## src/hdl/rst_seq_pkg.sv

```systemverilog
// Package: timing constants and states for the flash reset sequencer
package rst_seq_pkg;
  localparam int unsigned CLK_MHZ              = 25;
  localparam int unsigned POWER_UP_DELAY_US    = 300;
  localparam int unsigned RESET_HOLD_INTERVAL_US = 35;
  localparam int unsigned RESET_SETUP_HIGH_NS  = 50;
  localparam int unsigned RESET_PULSE_WIDTH_NS = 200;
  localparam int unsigned RESET_RELEASE_HOLD_NS = 50;
  localparam int unsigned CLK_PERIOD_NS        = 1000 / CLK_MHZ;
  // Longest time rounds down
  localparam int unsigned POWER_UP_CYC   = POWER_UP_DELAY_US * CLK_MHZ;
  // Least times round up
  localparam int unsigned RESET_HOLD_CYC = RESET_HOLD_INTERVAL_US * CLK_MHZ;
  localparam int unsigned SETUP_HIGH_CYC =
    (RESET_SETUP_HIGH_NS + CLK_PERIOD_NS - 1) / CLK_PERIOD_NS;
  localparam int unsigned PULSE_WIDTH_CYC =
    (RESET_PULSE_WIDTH_NS + CLK_PERIOD_NS - 1) / CLK_PERIOD_NS;
  localparam int unsigned RELEASE_HOLD_CYC =
    (RESET_RELEASE_HOLD_NS + CLK_PERIOD_NS - 1) / CLK_PERIOD_NS;
  localparam int unsigned CNT_W = 14;

  typedef enum logic [2:0] {
    ST_POR     = 3'b000,
    ST_STANDBY = 3'b001,
    ST_ACTIVE  = 3'b011,
    ST_BUSY    = 3'b010,
    ST_HWRST   = 3'b110,
    ST_RSTHOLD = 3'b111
  } dev_state_e;

  typedef enum logic [2:0] {
    HS_WAIT_PU  = 3'b100,
    HS_IDLE     = 3'b001,
    HS_PULSE    = 3'b011,
    HS_RELEASE  = 3'b111,
    HS_SETUP    = 3'b101
  } host_state_e;
endpackage : rst_seq_pkg

```

## src/hdl/rst_seq_if.sv

```systemverilog
// Interface: chip select and reset pins between host and flash
interface rst_seq_if;
  logic cs_b;
  logic reset_b;
  logic dev_ready;
  modport device (input cs_b, input reset_b, output dev_ready);
  modport host   (output cs_b, output reset_b, input dev_ready);
endinterface : rst_seq_if

```

## src/hdl/flash_rst_dev.sv

```systemverilog
// Device end: power-on reset, hardware reset and power mode sequencing
// Behaviour
// - Chip select low means enabled, active power
// - After deselect, stay active until work done
// - Run power-on reset, refuse commands until done
// - Power-up delay is at most 300 us
// - Host keeps select high during power-up delay
// - Reset input ignored during power-on reset
// - Reset held past power-up: select waits 50 ns
// - Reset at power-up end keeps reset state
// - Reset fall restores registers within 35 us
// - Failed power-on reset makes reset rerun it fully
// - Reset stays high 50 ns before next fall
// - Reset low 200 ns aborts, tristates, goes standby (o_abort stays low when reset reruns power-on reset)
// - Host raises select during reset hold interval
// - Pulse width plus release hold covers interval
module flash_rst_dev #(
  parameter int unsigned POWER_UP_CYC   = rst_seq_pkg::POWER_UP_CYC,
  parameter int unsigned RESET_HOLD_CYC = rst_seq_pkg::RESET_HOLD_CYC
) (
  // Clock and reset
  input  wire logic i_clk_sys,
  input  wire logic i_rst_b,
  // Pins
  rst_seq_if.device pins,
  // Core side
  input  wire logic i_op_busy,
  input  wire logic i_por_fail,
  output logic      o_abort,
  output logic      o_cmd_enable,
  output logic      o_out_enable,
  output logic      o_active_power,
  output logic      o_reg_restore
);
  import rst_seq_pkg::*;

  // Counts must fit the shared counter; zero would wrap to a phase of the full counter range
  if (POWER_UP_CYC < 1 || POWER_UP_CYC >= (1 << CNT_W)) begin : g_bad_pu
    $error("flash_rst_dev: power-up count out of range");
  end
  if (RESET_HOLD_CYC < 1 ||
      RESET_HOLD_CYC >= (1 << CNT_W)) begin : g_bad_rh
    $error("flash_rst_dev: reset hold count out of range");
  end
  // The power-up wait may be shortened but never exceed its maximum
  if (POWER_UP_CYC > rst_seq_pkg::POWER_UP_CYC) begin : g_long_pu
    $error("flash_rst_dev: power-up count above its maximum");
  end

  localparam logic [CNT_W-1:0] PU_LAST = CNT_W'(POWER_UP_CYC - 1);
  localparam logic [CNT_W-1:0] RH_LAST = CNT_W'(RESET_HOLD_CYC - 1);
  localparam logic [CNT_W-1:0] RL_LAST = CNT_W'(RELEASE_HOLD_CYC - 1);
  localparam int unsigned      PIN_N   = 2;
  localparam int unsigned      PIN_CS  = 0;
  localparam int unsigned      PIN_RST = 1;

  logic [PIN_N-1:0] pin_raw;
  logic [PIN_N-1:0] pin_s;
  logic             rst_q_r;
  logic             por_bad_r;
  logic [CNT_W-1:0] cnt_r;
  logic [CNT_W-1:0] cnt_nxt;
  dev_state_e       state_r;
  dev_state_e       state_nxt;

  // Two flip-flops on each pin before any logic reads it
  assign pin_raw = {pins.reset_b, pins.cs_b};

  for (genvar g = 0; g < PIN_N; g++) begin : g_sync
    logic [1:0] sync_r;
    // Both pins idle high; loading high avoids a false edge after reset
    always_ff @(posedge i_clk_sys or negedge i_rst_b) begin
      if (!i_rst_b) begin
        sync_r <= 2'h3;
      end else begin
        sync_r <= {sync_r[0], pin_raw[g]};
      end
    end
    assign pin_s[g] = sync_r[1];
  end

  wire cs_b_s   = pin_s[PIN_CS];
  wire rst_b_s  = pin_s[PIN_RST];
  wire rst_fall = rst_q_r & ~rst_b_s;
  wire pu_done  = (cnt_r == PU_LAST);
  wire rh_done  = (cnt_r == RH_LAST);
  wire rl_done  = (cnt_r == RL_LAST);
  wire st_por   = (state_r == ST_POR);
  wire st_hwrst = (state_r == ST_HWRST);
  wire st_hold  = (state_r == ST_RSTHOLD);
  wire st_work  = (state_r == ST_ACTIVE) || (state_r == ST_BUSY);

  always_comb begin
    state_nxt = state_r;
    cnt_nxt   = cnt_r;
    unique case (state_r)
      ST_POR: begin
        // Reset pin level not looked at until the delay ends
        cnt_nxt = cnt_r + CNT_W'(1);
        if (pu_done) begin
          cnt_nxt   = '0;
          state_nxt = rst_b_s ? ST_STANDBY : ST_RSTHOLD;
        end
      end
      ST_STANDBY, ST_ACTIVE, ST_BUSY: begin
        if (rst_fall) begin
          cnt_nxt   = '0;
          state_nxt = (por_bad_r || i_por_fail) ? ST_POR : ST_HWRST;
        end else if (!cs_b_s) begin
          state_nxt = ST_ACTIVE;
        end else if (i_op_busy) begin
          state_nxt = ST_BUSY;
        end else begin
          state_nxt = ST_STANDBY;
        end
      end
      ST_HWRST: begin
        cnt_nxt = cnt_r + CNT_W'(1);
        if (rh_done) begin
          cnt_nxt   = '0;
          state_nxt = rst_b_s ? ST_STANDBY : ST_RSTHOLD;
        end
      end
      ST_RSTHOLD: begin
        // Held in reset while the pin is low; select waits the release hold
        cnt_nxt = rst_b_s ? cnt_r + CNT_W'(1) : '0;
        if (rst_b_s && rl_done) begin
          cnt_nxt   = '0;
          state_nxt = ST_STANDBY;
        end
      end
      default: begin
        state_nxt = ST_POR;
        cnt_nxt   = '0;
      end
    endcase
  end

  always_ff @(posedge i_clk_sys or negedge i_rst_b) begin
    if (!i_rst_b) begin
      state_r <= ST_POR;
      cnt_r   <= '0;
    end else begin
      state_r <= state_nxt;
      cnt_r   <= cnt_nxt;
    end
  end

  // Previous synchronised level feeds the falling-edge detector
  always_ff @(posedge i_clk_sys or negedge i_rst_b) begin
    if (!i_rst_b) begin
      rst_q_r <= 1'b1;
    end else begin
      rst_q_r <= rst_b_s;
    end
  end

  // A failed power-on reset is kept until a full one runs; a failure
  // reported in the same cycle as the clear wins
  always_ff @(posedge i_clk_sys or negedge i_rst_b) begin
    if (!i_rst_b) begin
      por_bad_r <= 1'b0;
    end else if (i_por_fail) begin
      por_bad_r <= 1'b1;
    end else if (st_por) begin
      por_bad_r <= 1'b0;
    end
  end

  wire in_reset = st_por | st_hwrst | st_hold;
  wire up       = ~in_reset;

  assign o_cmd_enable   = up & ~cs_b_s;
  assign o_out_enable   = up & ~cs_b_s;
  assign o_abort        = st_hwrst | st_hold;
  assign o_reg_restore  = in_reset;
  assign o_active_power = st_work;
  assign pins.dev_ready = up;
endmodule : flash_rst_dev

```

## src/flat_wrapper.sv

```systemverilog
// flat-port wrapper written by rule: the top's interface ports become plain ports
module flash_rst_dev_flat import rst_seq_pkg::*;
#(
  parameter int unsigned POWER_UP_CYC   = rst_seq_pkg::POWER_UP_CYC,
  parameter int unsigned RESET_HOLD_CYC = rst_seq_pkg::RESET_HOLD_CYC
)
  (i_clk_sys, i_rst_b, i_op_busy, i_por_fail, o_abort, o_cmd_enable, o_out_enable, o_active_power, o_reg_restore, pins_cs_b, pins_reset_b, pins_dev_ready);
  rst_seq_if pins_i ();
  input  wire logic i_clk_sys;
  input  wire logic i_rst_b;
  input  wire logic i_op_busy;
  input  wire logic i_por_fail;
  output logic o_abort;
  output logic o_cmd_enable;
  output logic o_out_enable;
  output logic o_active_power;
  output logic o_reg_restore;
  input wire logic [$bits(pins_i.cs_b)-1:0] pins_cs_b;
  input wire logic [$bits(pins_i.reset_b)-1:0] pins_reset_b;
  output wire logic [$bits(pins_i.dev_ready)-1:0] pins_dev_ready;
  assign pins_i.cs_b = pins_cs_b;
  assign pins_i.reset_b = pins_reset_b;
  assign pins_dev_ready = pins_i.dev_ready;
  flash_rst_dev #(.POWER_UP_CYC(POWER_UP_CYC), .RESET_HOLD_CYC(RESET_HOLD_CYC)) u_core (.i_clk_sys(i_clk_sys), .i_rst_b(i_rst_b), .pins(pins_i), .i_op_busy(i_op_busy), .i_por_fail(i_por_fail), .o_abort(o_abort), .o_cmd_enable(o_cmd_enable), .o_out_enable(o_out_enable), .o_active_power(o_active_power), .o_reg_restore(o_reg_restore));
endmodule
```

## config.mk

```make
export PLATFORM = sky130hd
export DESIGN_NAME = flash_rst_dev_flat
export DESIGN_NICKNAME = d
export VERILOG_FILES = /design/src/hdl/rst_seq_pkg.sv /design/src/hdl/rst_seq_if.sv /design/src/hdl/flash_rst_dev.sv /design/src/flat_wrapper.sv
export SDC_FILE = /design/constraint.sdc
export NUM_CORES = 1
export LEC_CHECK = 0
export ABC_AREA = 0
export BUFFER_PORTS_ARGS = -buffer_cell sky130_fd_sc_hd__buf_2
export CORE_AREA = 3 3 64 66
export DETAILED_ROUTE_END_ITERATION = 10
export DIE_AREA = 0 0 67 69
export GPL_TIMING_DRIVEN = 1
export SLEW_MARGIN = 20
export SYNTH_ARGS = -nofsm -noshare
export SYNTH_HDL_FRONTEND = slang
export SYNTH_SLANG_ARGS = --single-unit
```

## constraint.sdc

```tcl
create_clock -name i_clk_sys -period 2.84 [get_ports i_clk_sys]
set_input_delay 0.284 -clock i_clk_sys [delete_from_list [all_inputs] [get_ports i_clk_sys]]
set_output_delay 0.284 -clock i_clk_sys [all_outputs]
set_load 0.01 [all_outputs]
```

# Word-level counts from Yosys, hierarchy flattened

Cells that the tools add are included.

Output and inout bits: 6
Word-level logic and storage cells: 51
Register bits after elaboration: 23

Multiplexer cells: 17
Add/sub/neg operators: 1
Reductions and logical operators: 7
Bitwise operators: 8
Eq/ne operators: 12

Operators by type and width:

| cell                                                                     | count |
|---|---|
| 14-bit two-way mux                                                       | 5 |
| 14-bit one-hot mux with 4 select lines                                   | 1 |
| 3-bit two-way mux                                                        | 7 |
| 14-bit by 1-bit adder with 14-bit output (second input constant)         | 1 |
| 14-bit by 1-bit equality test with 1-bit output (second input constant)  | 1 |
| 14-bit by 10-bit equality test with 1-bit output (second input constant) | 1 |
| 14-bit by 13-bit equality test with 1-bit output (second input constant) | 1 |
| 3-bit one-hot mux with 4 select lines                                    | 1 |
| 3-bit by 2-bit equality test with 1-bit output (second input constant)   | 2 |
| 3-bit equality test (second input constant)                              | 2 |
| 2-bit by 1-bit inequality test with 1-bit output (second input constant) | 3 |
| 3-bit by 1-bit equality test with 1-bit output (second input constant)   | 1 |
| 3-bit logical NOT                                                        | 1 |
| 1-bit inverter                                                           | 3 |
| 1-bit bitwise OR                                                         | 3 |
| 3-bit AND reduction                                                      | 1 |
| 3-bit OR reduction                                                       | 1 |
| 1-bit bitwise AND                                                        | 2 |
| 1-bit logical OR                                                         | 2 |
| 1-bit two-way mux                                                        | 2 |
| 2-bit two-way mux                                                        | 1 |
| 2-bit inequality test (second input constant)                            | 1 |
| 2-bit nonzero test                                                       | 1 |
| 1-bit logical AND                                                        | 1 |

# Longest topological paths before layout

Depth in word-level cells: 5
Mapped depth: 8
Depth with buffers taken out: 7

# Worst setup path before layout

OpenSTA, ideal clock, no wires.

Kind: reg2reg
From: register u_core.cnt_r[1]
To: register u_core.cnt_r[2]
Slack: 1165 ps
Setup time: 137 ps
Data arrival time: 1538 ps
Required time: 2703 ps
Stages on the path, launching flop included: 9
Period minus slack after synthesis: 1675 ps
Path through: dfrtp_1 -> inv_1 -> ha_1 -> nor4b_2 -> nand4_2 -> a31o_1 -> nor3_2 -> buf_6 -> o22ai_1

Longest elaborated chain between the ends: 4

Ends and longest elaborated chain:

| what                                                                                                        | RTL line                                   | text |
|---|---|---|
| from (decl)                                                                                                 | flash_rst_dev.sv:61                        | `logic [CNT_W-1:0] cnt_r;` |
| from (signal assigned)                                                                                      | flash_rst_dev.sv:145                       | `cnt_r <= cnt_nxt;` |
| 14-bit by 1-bit adder with 14-bit output or 14-bit by 1-bit equality test with 1-bit output (tied branches) | -                                          |  |
| 14-bit two-way mux or 1-bit logical AND (tied branches)                                                     | flash_rst_dev.sv:126, flash_rst_dev.sv:127 |  |
| 14-bit two-way mux                                                                                          | flash_rst_dev.sv:127                       | `if (rst_b_s && rl_done) begin` |
| 14-bit one-hot mux with 4 select lines *                                                                    | flash_rst_dev.sv:96                        | `unique case (state_r)` |

Every way passes the cells marked *; elsewhere a longest branch is shown, timed or not.
A chain may end at the register's enable or synchronous reset.

# Final worst setup path

From: register u_core.cnt_r[1]
To: register u_core.cnt_r[4]

The elaborated chain is that of the path after synthesis.

==> flow_metrics.tcl <==
set metrics [dict create \
    status "finished clean" \
    drt_iter0_drc 48 \
    setup_ws_ps 662 \
    final_common_cell "dfrtp_1" \
    routed_via_density 5.23 \
    clk_latency_ps 260 \
    layout_common_cells "dfrtp_1 (18), nor2_1 (13), nand2_1 (11), buf_2 (11), xor2_1 (8)" \
    synthDistinctLibCells 37 \
    comb_power_share 0.027 \
    grt_first_pass_wirelength_mm 4.61 \
    cp-end-kind "register" \
    first_pass_iters 4 \
    setup_viol 0 \
    cp-start-kind "register" \
    p_switching_uw 115 \
    ios 12 \
    dp_slack_ps 700 \
    synthTopCellsByArea "dfrtp_1 (37%), dfstp_2 (11%), xor2_1 (5.7%)" \
    worstHoldPathType "in2reg" \
    fin_nets 144 \
    sw_frac_of_total 0.208 \
    period_share 0.767 \
    via_count 951 \
    clock.fmax_ghz 0.459 \
    grt_usage 0.127 \
    ys_warn_count 0 \
    slew_violations 0 \
    netlist_area_sq_um 1230 \
    r2r-end "u_core.cnt_r[4]" \
    p_leak_uw 0.000628 \
    dp_hpwl_mm 1.94 \
    finalHoldViolCount 0 \
    synth_edf_count 0 \
    initial_core_util 0.338 \
    fin_area_sq_um 1380 \
    syn_nets 129 \
    required_ps 2950 \
    regArea_sq_um 582 \
    reg2reg_depth 7 \
    power.share.clock 0.363 \
    clock_sinks 23 \
    async_reset_ff_frac 1.00 \
    ys_seq_elements 23 \
    grt_max_degree 24 \
    cts.reportedPaths.clkPinSlew_ps 80 \
    fill_cells 384 \
    rows 22 \
    wl_per_cell_um 14.0 \
    holdWs_ps 111 \
    slew_headroom 0.540 \
    antenna_found_initial 0 \
    die_h_um 69 \
    cts_buffer_depth 2 \
    rrSetupSlack_ps 660 \
    path_class "reg2reg" \
    place_area_sq_um 1320 \
    root_buffer "clkbuf_8" \
    core_region_area_sq_um 3630 \
    timing.final.crit_period_ps 2180 \
    overflow 0 \
    multi_input_comb_area_sq_um 601 \
    synthFlopType "dfrtp_1" \
    hold_start "pins_reset_b" \
    cp_num_buf_inv 1 \
    finalWirelength_mm 2.55 \
    cts_tree "done" \
    cp_slowest_stage_delay_ps 530 \
    area_growth_pct 12.4 \
    reg2reg_from "u_core.cnt_r[1]" \
    critPathMaxFanout 11 \
    numCtsBuffers 3 \
    routabilityCongestion 0.894 \
    fp.dieW_um 67 \
    p_int_uw 438 \
    finalSetupTns_ps 0 \
    crit_family "simple AND/OR/NAND/NOR gates" \
    port_buffers 11 \
    slowest_stage "nor3_2" \
    yosys.area.top_type "dfrtp_1" \
    min_to "u_core.g_sync[1].sync_r[0]" \
    antenna_cells 0 \
    synth_top_area_share 0.367 \
    drtAntennaViolNets 0 \
    path_cells "inv_1 -> ha_1 -> nor4b_2 -> nand4_2 -> a31o_1 -> nor3_2 -> o22ai_1" \
    htree_levels 1 \
    sequentialPowerShare 0.610 \
    drc 0 \
    fin_skew_ps 1.09 \
    worstMarginPinSlew_ps 686 \
    layout-drive-gt1-share 0.224 \
    min_path_cells 1 \
    cap_violations 0 \
    rsz0062_at_grt "no" \
    cp.arrival_ps 2290 \
    post_cts_buffers 0 \
    ys_seq_area_frac 0.474 \
    p_per_area_nw_per_um2 401 \
    dieArea_sq_um 4620 \
    grt_pass1_vias 965 \
    synthCells 120 \
    avgSynthCellArea_sq_um 10.2 \
    vdd_ir_drop_max_uv 144 \
]
[metrics by stage]
| step | cells | utilization | total power [uW] |
|---|---|---|---|
| floorplan | 120 | - | 347 |
| global placement | 177 | 0.364 | 358 |
| detailed placement | 177 | 0.364 | 358 |
| CTS | 182 | 0.380 | 561 |
| global route | 182 | 0.380 | 583 |
| finish | 182 | 0.380 | 553 |
[state kept, by name, summed over array words and instances (netlist names)]
signal,flops
u_core.por_bad_r,1
u_core.cnt_r,14
u_core.state_r,3
u_core.rst_q_r,1
u_core.g_sync.sync_r,4
[worst max path at each step]
stage                           end             from  cells past startpoint
floorplan           u_core.cnt_r[2]  u_core.cnt_r[1]                      8
global route        u_core.cnt_r[4]  u_core.cnt_r[1]                      7
detailed placement  u_core.cnt_r[4]  u_core.cnt_r[1]                      7
finish              u_core.cnt_r[4]  u_core.cnt_r[1]                      7
global placement    u_core.cnt_r[4]  u_core.cnt_r[0]                      7
CTS                 u_core.cnt_r[4]  u_core.cnt_r[1]                      7
[cell families after synthesis]
kind of cell               count (synthesis)  synth area share
xor gates and xnor gates                   8            0.0571
buffers and inverters                      9            0.0367
muxes                                      1           0.00816
and+or+nand+nor                           55             0.261
DFF                                       23             0.474
AOI/OAI and AO/OA                         21             0.133
adders and majority gates                  3            0.0306
[cell usage after synthesis (2+ instances only)]
cell,count
a21oi_1,3
a311oi_2,2
a31oi_1,2
and3_1,2
and4_1,2
dfrtp_1,18
dfstp_2,5
ha_1,3
inv_1,7
nand2_1,11
nand2b_1,3
nand3_1,7
nand4_1,4
nor2_1,13
nor3_1,3
nor3_2,3
o21ai_0,2
o22ai_1,4
xor2_1,8
[metal layers]
layer / global-route usage / share of wire
met1: 0.180 / 0.46
met5: 0 / 0
met3: 0.0147 / 0.039
met4: 0.0541 / 0.027
met2: 0.193 / 0.48
[final cells by class]
cell class	count	area share
clock inverter	1	0.00363
clock buffer	3	0.0299
inverter	7	0.0190
multi-input combinational	88	0.435
tap	48	0.0435
sequential	23	0.422
timing repair buffer	12	0.0471
[power groups by stage]
| stage | sequential (uW) | combinational [uW] | clock [uW] |
|---|---|---|---|
| finish | 337 | 14.9 | 201 |
| global route | 338 | 17.6 | 227 |
| CTS | 337 | 15.7 | 208 |
| detailed placement | 344 | 14.6 | 0 |
| global placement | 344 | 14.0 | 0 |
| floorplan | 343 | 3.88 | 0 |
[repair_timing]
item	in CTS	in global routing
gates resized for setup	0	0
endpoints found under the hold margin	9	0
hold buffers	1	0
No activity file was read; power rests on OpenSTA's default activity.
